### src/adcr_regs.svh
`ifndef ADCR_REGS_SVH
`define ADCR_REGS_SVH

// word indices; byte address is four times the index
`define ADCR_ADDR_W 14
`define ADCR_IDX_W 12
`define ADCR_IDX_UPPER 12'hF72
`define ADCR_IDX_LOWER 12'hF73
`define ADCR_IDX_CTRL 12'hF74
`define ADCR_IDX_STAT 12'hF75
`define ADCR_IDX_CLR 12'hF76
`define ADCR_IDX_EN 12'hF77

`define ADCR_RES_W 11
`define ADCR_LOW_W 3
`define ADCR_LOW_POS 5
`define ADCR_FLAG_POS 0
`define ADCR_CTRL_REPEAT_POS 0
`define ADCR_CTRL_BUSY_POS 1
`define ADCR_EVT_W 2
`define ADCR_EVT_DONE 0
`define ADCR_EVT_FLAG 1

`define ADCR_BYTE_RST 8'h00
`define ADCR_FIRST_CYCLES 5129
`define ADCR_REPEAT_CYCLES 256
`define ADCR_CNT_W 13

`endif

### src/adcr_pkg.sv
package adcr_pkg;

  typedef enum logic [2:0]
  {
    st_idle = 3'h1,
    st_first = 3'h2,
    st_run = 3'h4
  } adcr_state_t;

  typedef logic [7:0] adcr_byte_t;

endpackage

### src/adcr_core_if.sv
`timescale 1ns/100ps
`include "adcr_regs.svh"

interface adcr_core_if;
  logic start;
  logic continuous;
  logic done;
  logic busy;
  logic [`ADCR_EVT_W-1:0] evt;
  logic [`ADCR_EVT_W-1:0] clr;
  logic [`ADCR_EVT_W-1:0] en;
  logic [`ADCR_EVT_W-1:0] status;
  logic irq;
  modport seq_mp(input start, input continuous, output done, output busy);
  modport irq_mp(input evt, input clr, input en, output status, output irq);
endinterface

### src/adcr_top.sv
// Local design decision: register access over Avalon-MM.
`timescale 1ns/100ps
`include "adcr_regs.svh"

module adcr_top #(
  parameter int unsigned FIRST_CYCLES = `ADCR_FIRST_CYCLES
) (
  input wire logic clk_sys_in,
  input wire logic reset_n_in,
  input wire logic [`ADCR_ADDR_W-1:0] avs_address_in,
  input wire logic avs_read_in,
  input wire logic avs_write_in,
  input wire logic [31:0] avs_writedata_in,
  input wire logic [3:0] avs_byteenable_in,
  output logic [31:0] avs_readdata_out,
  output logic avs_waitrequest_out,
  input wire logic [`ADCR_RES_W-1:0] filter_result_in,
  input wire logic filter_overflow_in,
  output logic irq_out
);

  // ---------------------------------------------------------------
  // bus decode
  // ---------------------------------------------------------------
  logic ack_ff;
  logic [31:0] readdata_ff;
  wire [`ADCR_IDX_W-1:0] reg_idx = avs_address_in[`ADCR_ADDR_W-1:2];
  wire bus_req = avs_read_in || avs_write_in;
  wire bus_take = bus_req && ack_ff;
  wire rd_capture = avs_read_in && !ack_ff;
  wire wr_take = avs_write_in && ack_ff && avs_byteenable_in[0];
  wire sel_upper = (reg_idx == `ADCR_IDX_UPPER);
  wire sel_lower = (reg_idx == `ADCR_IDX_LOWER);
  wire sel_ctrl = (reg_idx == `ADCR_IDX_CTRL);
  wire sel_stat = (reg_idx == `ADCR_IDX_STAT);
  wire sel_clr = (reg_idx == `ADCR_IDX_CLR);
  wire sel_en = (reg_idx == `ADCR_IDX_EN);
  wire [7:0] wbyte = avs_writedata_in[7:0];

  // one wait state on every access, so the answer timing is fixed
  assign avs_waitrequest_out = bus_req && !ack_ff;
  assign avs_readdata_out = readdata_ff;

  always_ff @(posedge clk_sys_in or negedge reset_n_in)
  begin
    if (!reset_n_in)
      ack_ff <= 1'b0;
    else
      ack_ff <= bus_req && !ack_ff;
  end

  // ---------------------------------------------------------------
  // control and core wiring
  // ---------------------------------------------------------------
  adcr_core_if core();

  logic continuous_ff;
  logic [`ADCR_EVT_W-1:0] en_ff;
  wire start_pulse = wr_take && sel_ctrl && wbyte[`ADCR_CTRL_BUSY_POS];
  wire [`ADCR_EVT_W-1:0] clr_bits = (wr_take && sel_clr) ?
                                    wbyte[`ADCR_EVT_W-1:0] : '0;

  assign core.start = start_pulse;
  assign core.continuous = continuous_ff;
  assign core.en = en_ff;
  assign core.clr = clr_bits;
  assign core.evt[`ADCR_EVT_DONE] = core.done;
  assign core.evt[`ADCR_EVT_FLAG] = core.done && filter_overflow_in;
  assign irq_out = core.irq;

  always_ff @(posedge clk_sys_in or negedge reset_n_in)
  begin
    if (!reset_n_in)
    begin
      continuous_ff <= 1'b0;
      en_ff <= '0;
    end
    else
    begin
      if (wr_take && sel_ctrl)
        continuous_ff <= wbyte[`ADCR_CTRL_REPEAT_POS];
      if (wr_take && sel_en)
        en_ff <= wbyte[`ADCR_EVT_W-1:0];
    end
  end

  adcr_seq #(
    .FIRST_CYCLES(FIRST_CYCLES)
  ) u_seq (
    .clk_sys_in(clk_sys_in),
    .reset_n_in(reset_n_in),
    .core(core.seq_mp)
  );

  adcr_irq u_irq (
    .clk_sys_in(clk_sys_in),
    .reset_n_in(reset_n_in),
    .core(core.irq_mp)
  );

  // ---------------------------------------------------------------
  // result registers
  // ---------------------------------------------------------------
  adcr_pkg::adcr_byte_t upper_ff;
  adcr_pkg::adcr_byte_t lower_ff;
  logic [`ADCR_LOW_W-1:0] live_low_ff;
  logic live_flag_ff;
  wire upper_read = rd_capture && sel_upper;
  wire [`ADCR_LOW_W-1:0] res_low = filter_result_in[`ADCR_LOW_W-1:0];
  wire [7:0] res_high = filter_result_in[`ADCR_RES_W-1:`ADCR_LOW_W];
  adcr_pkg::adcr_byte_t lower_image;

  // low bits sit at the top, overflow at bit zero, the rest reads zero
  always_comb
  begin
    lower_image = `ADCR_BYTE_RST;
    lower_image[`ADCR_LOW_POS +: `ADCR_LOW_W] = live_low_ff;
    lower_image[`ADCR_FLAG_POS] = live_flag_ff;
  end

  // the live low bits are a shadow that software never sees directly;
  // only an upper read moves them into view, keeping the pair coherent
  always_ff @(posedge clk_sys_in or negedge reset_n_in)
  begin
    if (!reset_n_in)
    begin
      upper_ff <= `ADCR_BYTE_RST;
      live_low_ff <= '0;
      live_flag_ff <= 1'b0;
    end
    else if (core.done)
    begin
      upper_ff <= res_high;
      live_low_ff <= res_low;
      live_flag_ff <= filter_overflow_in;
    end
  end

  always_ff @(posedge clk_sys_in or negedge reset_n_in)
  begin
    if (!reset_n_in)
      lower_ff <= `ADCR_BYTE_RST;
    else if (upper_read)
      lower_ff <= lower_image;
  end

  // ---------------------------------------------------------------
  // read mux
  // ---------------------------------------------------------------
  // result registers have no write path at all
  wire [7:0] ctrl_image = {6'h00, core.busy, continuous_ff};
  wire [7:0] stat_image = {6'h00, core.status};
  wire [7:0] en_image = {6'h00, en_ff};
  wire [7:0] rd_byte = sel_upper ? upper_ff :
                       sel_lower ? lower_ff :
                       sel_ctrl ? ctrl_image :
                       sel_stat ? stat_image :
                       sel_en ? en_image : 8'h00;

  always_ff @(posedge clk_sys_in or negedge reset_n_in)
  begin
    if (!reset_n_in)
      readdata_ff <= 32'h00000000;
    else if (rd_capture)
      readdata_ff <= {24'h000000, rd_byte};
  end

  // ---------------------------------------------------------------
  // checking helpers
  // ---------------------------------------------------------------
  logic [`ADCR_CNT_W-1:0] gap_ff;
  logic from_start_ff;
  logic chain_ff;

  always_ff @(posedge clk_sys_in or negedge reset_n_in)
  begin
    if (!reset_n_in)
    begin
      gap_ff <= '0;
      from_start_ff <= 1'b0;
      chain_ff <= 1'b0;
    end
    else if (core.start)
    begin
      gap_ff <= '0;
      from_start_ff <= 1'b1;
      chain_ff <= 1'b0;
    end
    else if (core.done)
    begin
      gap_ff <= '0;
      from_start_ff <= 1'b0;
      chain_ff <= continuous_ff;
    end
    else
    begin
      gap_ff <= gap_ff + 1'b1;
      if (!continuous_ff)
        chain_ff <= 1'b0;
    end
  end
endmodule

### src/adcr_seq.sv
`timescale 1ns/100ps
`include "adcr_regs.svh"

module adcr_seq #(
  parameter int unsigned FIRST_CYCLES = `ADCR_FIRST_CYCLES
) (
  input wire logic clk_sys_in,
  input wire logic reset_n_in,
  adcr_core_if.seq_mp core
);
  adcr_pkg::adcr_state_t state_ff;
  adcr_pkg::adcr_state_t nxt_state;
  logic [`ADCR_CNT_W-1:0] cnt_ff;
  logic [`ADCR_CNT_W-1:0] nxt_cnt;
  wire cnt_zero = (cnt_ff == '0);
  wire in_conv = (state_ff != adcr_pkg::st_idle);
  wire [`ADCR_CNT_W-1:0] first_load = `ADCR_CNT_W'(FIRST_CYCLES - 1);
  wire [`ADCR_CNT_W-1:0] repeat_load = `ADCR_CNT_W'(`ADCR_REPEAT_CYCLES - 1);

  // a restart swallows the completion that would fall in the same cycle
  assign core.done = in_conv && cnt_zero && !core.start;
  assign core.busy = (state_ff == adcr_pkg::st_first);

  always_comb
  begin
    nxt_state = state_ff;
    nxt_cnt = cnt_ff;
    if (core.start)
    begin
      nxt_state = adcr_pkg::st_first;
      nxt_cnt = first_load;
    end
    else
    begin
      case (state_ff)
        adcr_pkg::st_idle:
        begin
          nxt_cnt = cnt_ff;
        end
        adcr_pkg::st_first, adcr_pkg::st_run:
        begin
          if (state_ff == adcr_pkg::st_run && !core.continuous)
            nxt_state = adcr_pkg::st_idle;
          else if (cnt_zero && core.continuous)
          begin
            nxt_state = adcr_pkg::st_run;
            nxt_cnt = repeat_load;
          end
          else if (cnt_zero)
            nxt_state = adcr_pkg::st_idle;
          else
            nxt_cnt = cnt_ff - 1'b1;
        end
        default:
        begin
          nxt_state = adcr_pkg::st_idle;
        end
      endcase
    end
  end

  always_ff @(posedge clk_sys_in or negedge reset_n_in)
  begin
    if (!reset_n_in)
    begin
      state_ff <= adcr_pkg::st_idle;
      cnt_ff <= '0;
    end
    else
    begin
      state_ff <= nxt_state;
      cnt_ff <= nxt_cnt;
    end
  end
endmodule

### src/adcr_irq.sv
`timescale 1ns/100ps
`include "adcr_regs.svh"

module adcr_irq (
  input wire logic clk_sys_in,
  input wire logic reset_n_in,
  adcr_core_if.irq_mp core
);
  genvar i;
  generate
    for (i = 0; i < `ADCR_EVT_W; i = i + 1)
    begin : g_bit
      logic sticky_ff;
      // a new event outranks a clear arriving in the same cycle
      always_ff @(posedge clk_sys_in or negedge reset_n_in)
      begin
        if (!reset_n_in)
          sticky_ff <= 1'b0;
        else if (core.evt[i])
          sticky_ff <= 1'b1;
        else if (core.clr[i])
          sticky_ff <= 1'b0;
      end
      assign core.status[i] = sticky_ff;
    end
  endgenerate

  assign core.irq = |(core.status & core.en);
endmodule

### config.mk
export PLATFORM = sky130hd
export DESIGN_NAME = adcr_top
export DESIGN_NICKNAME = d
export VERILOG_FILES = /design/src/adcr_pkg.sv /design/src/adcr_core_if.sv /design/src/adcr_top.sv /design/src/adcr_seq.sv /design/src/adcr_irq.sv
export VERILOG_INCLUDE_DIRS = /design/src
export SDC_FILE = /design/constraint.sdc
export NUM_CORES = 1
export LEC_CHECK = 0
export BUFFER_PORTS_ARGS = -buffer_cell sky130_fd_sc_hd__buf_2
export CAP_MARGIN = 20
export CORE_MARGIN = 1
export CORE_UTILIZATION = 40
export DETAILED_ROUTE_END_ITERATION = 16
export GPL_TIMING_DRIVEN = 0
export PLACE_DENSITY = 0.75
export SKIP_CTS_REPAIR_TIMING = 1
export SLEW_MARGIN = 20
export SYNTH_ARGS = -nofsm -noshare
export SYNTH_HDL_FRONTEND = slang
export SYNTH_SLANG_ARGS = --single-unit
### constraint.sdc
create_clock -name clk_sys_in -period 8.38 [get_ports clk_sys_in]
set_input_delay 2.514 -clock clk_sys_in [delete_from_list [all_inputs] [get_ports clk_sys_in]]
set_output_delay 2.514 -clock clk_sys_in [all_outputs]
set_load 0.005 [all_outputs]
# Word-level counts from Yosys, hierarchy flattened
# Cells that the tools add are included.
# W data, S select, Z words.
dict set report totals {
  reg_bits 46
  latch_bits 0
  ram_bits 0
  mem_bits_ro 0
  in_bits 66
  word_cells 74
  memories 0
}
dict set report classes {
  add_sub_neg 1
  mul 0
  div 0
  order_cmp 0
  n_eq_ne 14
  n_shift 0
  mux 20
  bitwise_logic 1
  reduce_logical 26
}
# operator n
set op_table {}
lappend op_table {{$eq A12 B12 Y1 const B} 6}
lappend op_table {{$mux W13} 5}
lappend op_table {{$mux W8} 2}
lappend op_table {{$logic_and A1 B1 Y1} 14}
lappend op_table {{$logic_not A13 Y1} 1}
lappend op_table {{$sub A13 B1 Y13 const B} 1}
lappend op_table {{$mux W3} 4}
lappend op_table {{$mux W2} 4}
lappend op_table {{$pmux W3 S2} 1}
lappend op_table {{$reduce_bool A2 Y1} 3}
lappend op_table {{$ne A5 B1 Y1 const B} 1}
lappend op_table {{$mux W1} 4}
lappend op_table {{$ne A2 B1 Y1 const B} 2}
lappend op_table {{$reduce_or A2 Y1} 2}
lappend op_table {{$eq A3 B1 Y1 const B} 1}
lappend op_table {{$eq A3 B2 Y1 const B} 1}
lappend op_table {{$eq A3 B3 Y1 const B} 1}
lappend op_table {{$logic_not A1 Y1} 3}
lappend op_table {{$ne A3 B1 Y1 const B} 1}
lappend op_table {{$ne A3 B2 Y1 const B} 1}
lappend op_table {{$reduce_and A3 Y1} 1}
lappend op_table {{$and A2 B2 Y2} 1}
lappend op_table {{$reduce_and A2 Y1} 1}
lappend op_table {{$logic_or A1 B1 Y1} 1}

# Depth between registers and ports, before layout
dict set report logic_depth {
  ltp_word 8
  depth_mapped 8
}

# Modules after synthesis
# Synthesis repeated with hierarchy kept, for this count alone.
dict set report hier_totals {
  hier_cells 240
  hier_area_um2 2570.0
}
# mod n_inst cells_each area_per_inst_um2 seq_area_each_um2
set modules_own_cells {}
lappend modules_own_cells {adcr_top 1 125 1460.2 700.7}
lappend modules_own_cells {adcr_seq 1 106 1012.2 401.6}
lappend modules_own_cells {adcr_irq 1 9 97.6 50.0}

# Least setup slack after synthesis
# Ideal clock, no wire load.
dict set report synth_timing {
  path_type {input to output}
  start {input avs_write_in}
  end {output avs_waitrequest_out}
  arrival_time_ps 2661
  t_required_ps 5866
  slack_ps 3205
  cell_stages 2
  n_path_buf 0
  path_cell_list {nor2_1 -> nor2_1}
}
dict set report synth_via {
  elab_chain_cells 2
}
# element line_no
set synth_rtl {}
lappend synth_rtl {{from (decl)} adcr_top.sv:12} ;# input wire logic avs_write_in,
lappend synth_rtl {{$logic_or A1 B1 Y1} adcr_top.sv:28} ;# wire bus_req = avs_read_in || avs_write_in;
lappend synth_rtl {{$logic_and A1 B1 Y1} adcr_top.sv:41} ;# assign avs_waitrequest_out = bus_req && !ack_ff;
lappend synth_rtl {{to (decl)} adcr_top.sv:16} ;# output logic avs_waitrequest_out,
# Every way passes these cells.

# Worst setup path after layout
# Ends and elaborated chain as after synthesis.

==> metrics.md <==
| Metric | Value |
|---|---|
| Overflow left after global routing | `0` |
| CP Max Fanout | `2` |
| Initial DRC Count | `134` |
| Routability cong. | `0.794` |
| Ports | `100` |
| Wire per inst | `12.6 um` |
| Multi-input logic area | `1170 um2` |
| WHS Endpoint | `avs_readdata_out[1]` |
| CP Cell Sequence | `buf_2 > nor2_1 > nor2_1 > buf_2` |
| Critical R2R Launch | `u_seq.cnt_ff[0]` |
| Register area | `1150 um2` |
| Final setup TNS | `0 ns` |
| Total number of vias | `approximately 1.9k` |
| Fmax | `around 180 MHz` |
| Hold path depth | `1` |
| Clock skew | `0.00937 ns` |
| GRT Overall Usage | `15.6%` |
| Hold WC Path Type | `reg -> reg` |
| Number of synthesized register bits | `between 40 and 50` |
| Root buffer cell | `clkbuf_8` |
| Leakage | `1.39 nW` |
| Ant diodes | `0` |
| FF-to-FF End | `upper_ff[1]` |
| Die height | `80.5 um` |
| Final #Nets | `377` |
| Fin crit share | `64.7%` |
| Number of synthesized flops with an enable pin | `0` |
| Distinct cells, synth | `53` |
| Initial antenna violation count | `0` |
| Clock buffer depth | `2` |
| FILL cells | `527` |
| Final hold vios | `0` |
| Die Width | `slightly above 80 um` |
| CTS tree | `yes` |
| FF-to-FF setup slack | `5.43 ns` |
| Worst Setup Start Kind | `input pin` |
| Synth top cells by count | `dfrtp_1, buf_4, nand2_1, nor2_1, mux2_1` |
| Avg Inst Size Synth | `10.3 um2` |
| Routed WL | `between 4 and 5 mm` |
| TritonCTS buffer count | `5` |
| Top cell family by delay on the critical path | `buffers and inverters` |
| Antenna Nets Post-Route | `0` |
| Die ar. | `6490 um2` |
| Area growth, synth to finish | `19.7%` |
| Min cycle time layout | `5.42 ns` |
| Hold path start | `upper_ff[1]` |
| Maximum vdd ir drop | `0.0000533 V` |
| Synthesis Warnings | `0` |
| Layout cells sized above 1 | `between 30% and 40%` |
| Critical path arrival | `a little under 3 ns` |
| Final Max Slew Viols | `0` |
| Iteration count of the initial detailed-routing pass | `4` |
| Clock transition at path regs | `roughly 0.10 ns` |
| Ys flop type | `dfrtp_1` |
| H-Tree Depth | `2` |
| Max Cap Viol | `0` |
| Clock Latency Late Sink | `0.30 ns` |
| Global-route wire length before repair | `7.81 mm` |
| Port buffer count | `39` |
| Post-Syn Instances | `239` |
| Clock sink count | `46` |
| RSZ-0062 raised after global routing | `false` |
| Ys async rst share | `100%` |
| Cell Area, Synth | `approximately 2500 um2` |
| Power per cell area | `135 nW/um2` |
| Worst relative slew slack | `roughly 49%` |
| Vias per cell | `5.01` |
| Final setup fails | `0` |
| Worst path required time | `5.87 ns` |
| Crit end category | `output port` |
| Worst path buffer plus inverter count | `2` |
| Final Core Density | `approximately half` |
| Slowest Stage Delay on Critical Path | `between 0.1 and 0.15 ns` |
| Core area | `5920 um2` |
| Slew @ Worst Pin | `0.757 ns` |
| Starting Density | `41.7%` |
| Row count | `28` |
| Worst-case reg-to-reg path depth | `8` |
| Vias in the first global route | `1757` |
| Drt drc | `0` |
| Status | `finished clean` |
| Slowest cell on crit path | `buf_2` |
| DP HPWL | `between 3 and 4 mm` |
| Seq/Total Area, Yosys | `46.7%` |
| Largest cells by area after synthesis | `dfrtp_1, buf_4, mux2_1` |
| Leading area contributor after synthesis | `dfrtp_1` |
| Post-synth top area share | `45.6%` |
| Most instantiated library cell after synthesis | `dfrtp_1` |
| Largest net degree at the start of global routing | `47` |
| Crit Path Class | `in -> out` |
==> state kept, by name, summed over array words and instances (netlist names) <==
signal / count
ack_ff: 1
avs_readdata_out: 8
continuous_ff: 1
core.en: 2
live_flag_ff: 1
live_low_ff: 3
lower_ff: 4
u_irq.g_bit.sticky_ff: 2
u_seq.cnt_ff: 13
u_seq.state_ff: 3
upper_ff: 8
==> placed cells by master, fill, tap and decap left out, types with 4 or more instances in the layout <==
cell type and instances:
a22o_1 5, nor3_1 8, mux2_1 10, buf_2 40
inv_1 4, mux2_2 9, and3_1 4, buf_4 25
conb_1 24, nor2_1 16, a21o_1 4, clkbuf_8 5
nor3b_1 4, clkbuf_1 5, nand2_1 16, a21oi_1 9
o21ai_0 5, nand2b_1 5, nand3_1 6, dfrtp_1 45
==> area by class of cell <==
class | instances | share of cell area (%)
repair buffers | 40 | 6.86
inverters | 4 | 0.508
clock inverters | 3 | 0.805
multi-input cells | 179 | 39.7
flip-flops and latches | 46 | 39.0
well taps | 75 | 3.18
clock buffers | 5 | 2.33
plain buffers | 33 | 7.58
==> how the worst max path moves through the flow <==
stage | startpoint | endpoint | slack (ns) | cells after the start
final | avs_write_in | avs_waitrequest_out | 2.96 | 4
after global routing | avs_write_in | avs_waitrequest_out | 2.93 | 4
after CTS | avs_write_in | avs_waitrequest_out | 2.95 | 4
after detailed placement | avs_write_in | avs_waitrequest_out | 2.95 | 4
after global placement | avs_write_in | avs_waitrequest_out | 2.99 | 4
after floorplan | avs_write_in | avs_waitrequest_out | 3.20 | 2
==> through the flow <==
stage	cell area, um2	power (mW)	worst slack [ns]	hold WS, ns	cells
floorplan	2550	0.250	3.20	0.442	262
global placement	2840	0.264	2.99	0.440	376
detailed placement	2850	0.265	2.95	0.466	376
CTS	2940	0.405	2.95	0.472	384
global route	2950	0.421	2.93	0.499	385
finish	2950	0.400	2.96	0.470	385
==> routing by layer <==
layer  wire length (um)  up-vias  GRT usage (%)
met1               2140      895           19.0
met4                 11        0           3.75
met2               2370       63           27.5
li1                   -      968              -
met5                  0        -              0
met3                327        2           3.86
==> worst register-to-register path: stages, from the launching register on <==
cell      delay, ns
dfrtp_1        0.42
inv_1          0.10
ha_1           0.14
or4b_2         0.65
or4_1          0.42
buf_2          0.19
a211oi_4       0.37
buf_6          0.22
mux2_1         0.33
==> cell families after synthesis <==
kind of cell / after synthesis / synth area share (%)
multiplexers: 22 / 9.89
buffers and inverters: 37 / 9.69
AO/OA/AOI/OAI: 45 / 13.3
XOR/XNOR: 2 / 0.710
AND/OR/NAND/NOR: 84 / 18.6
other: 1 / 0.152
flip-flops: 46 / 46.7
adder cells (fa/ha/maj): 2 / 1.01
==> report_power, final <==
part           total [mW]  switching (mW)  internal [mW]
clock network       0.139          0.0797         0.0597
logic              0.0329          0.0163         0.0166
registers           0.228         0.00213          0.226
total               0.400          0.0981          0.302
No activity file was read; power rests on OpenSTA's default activity.
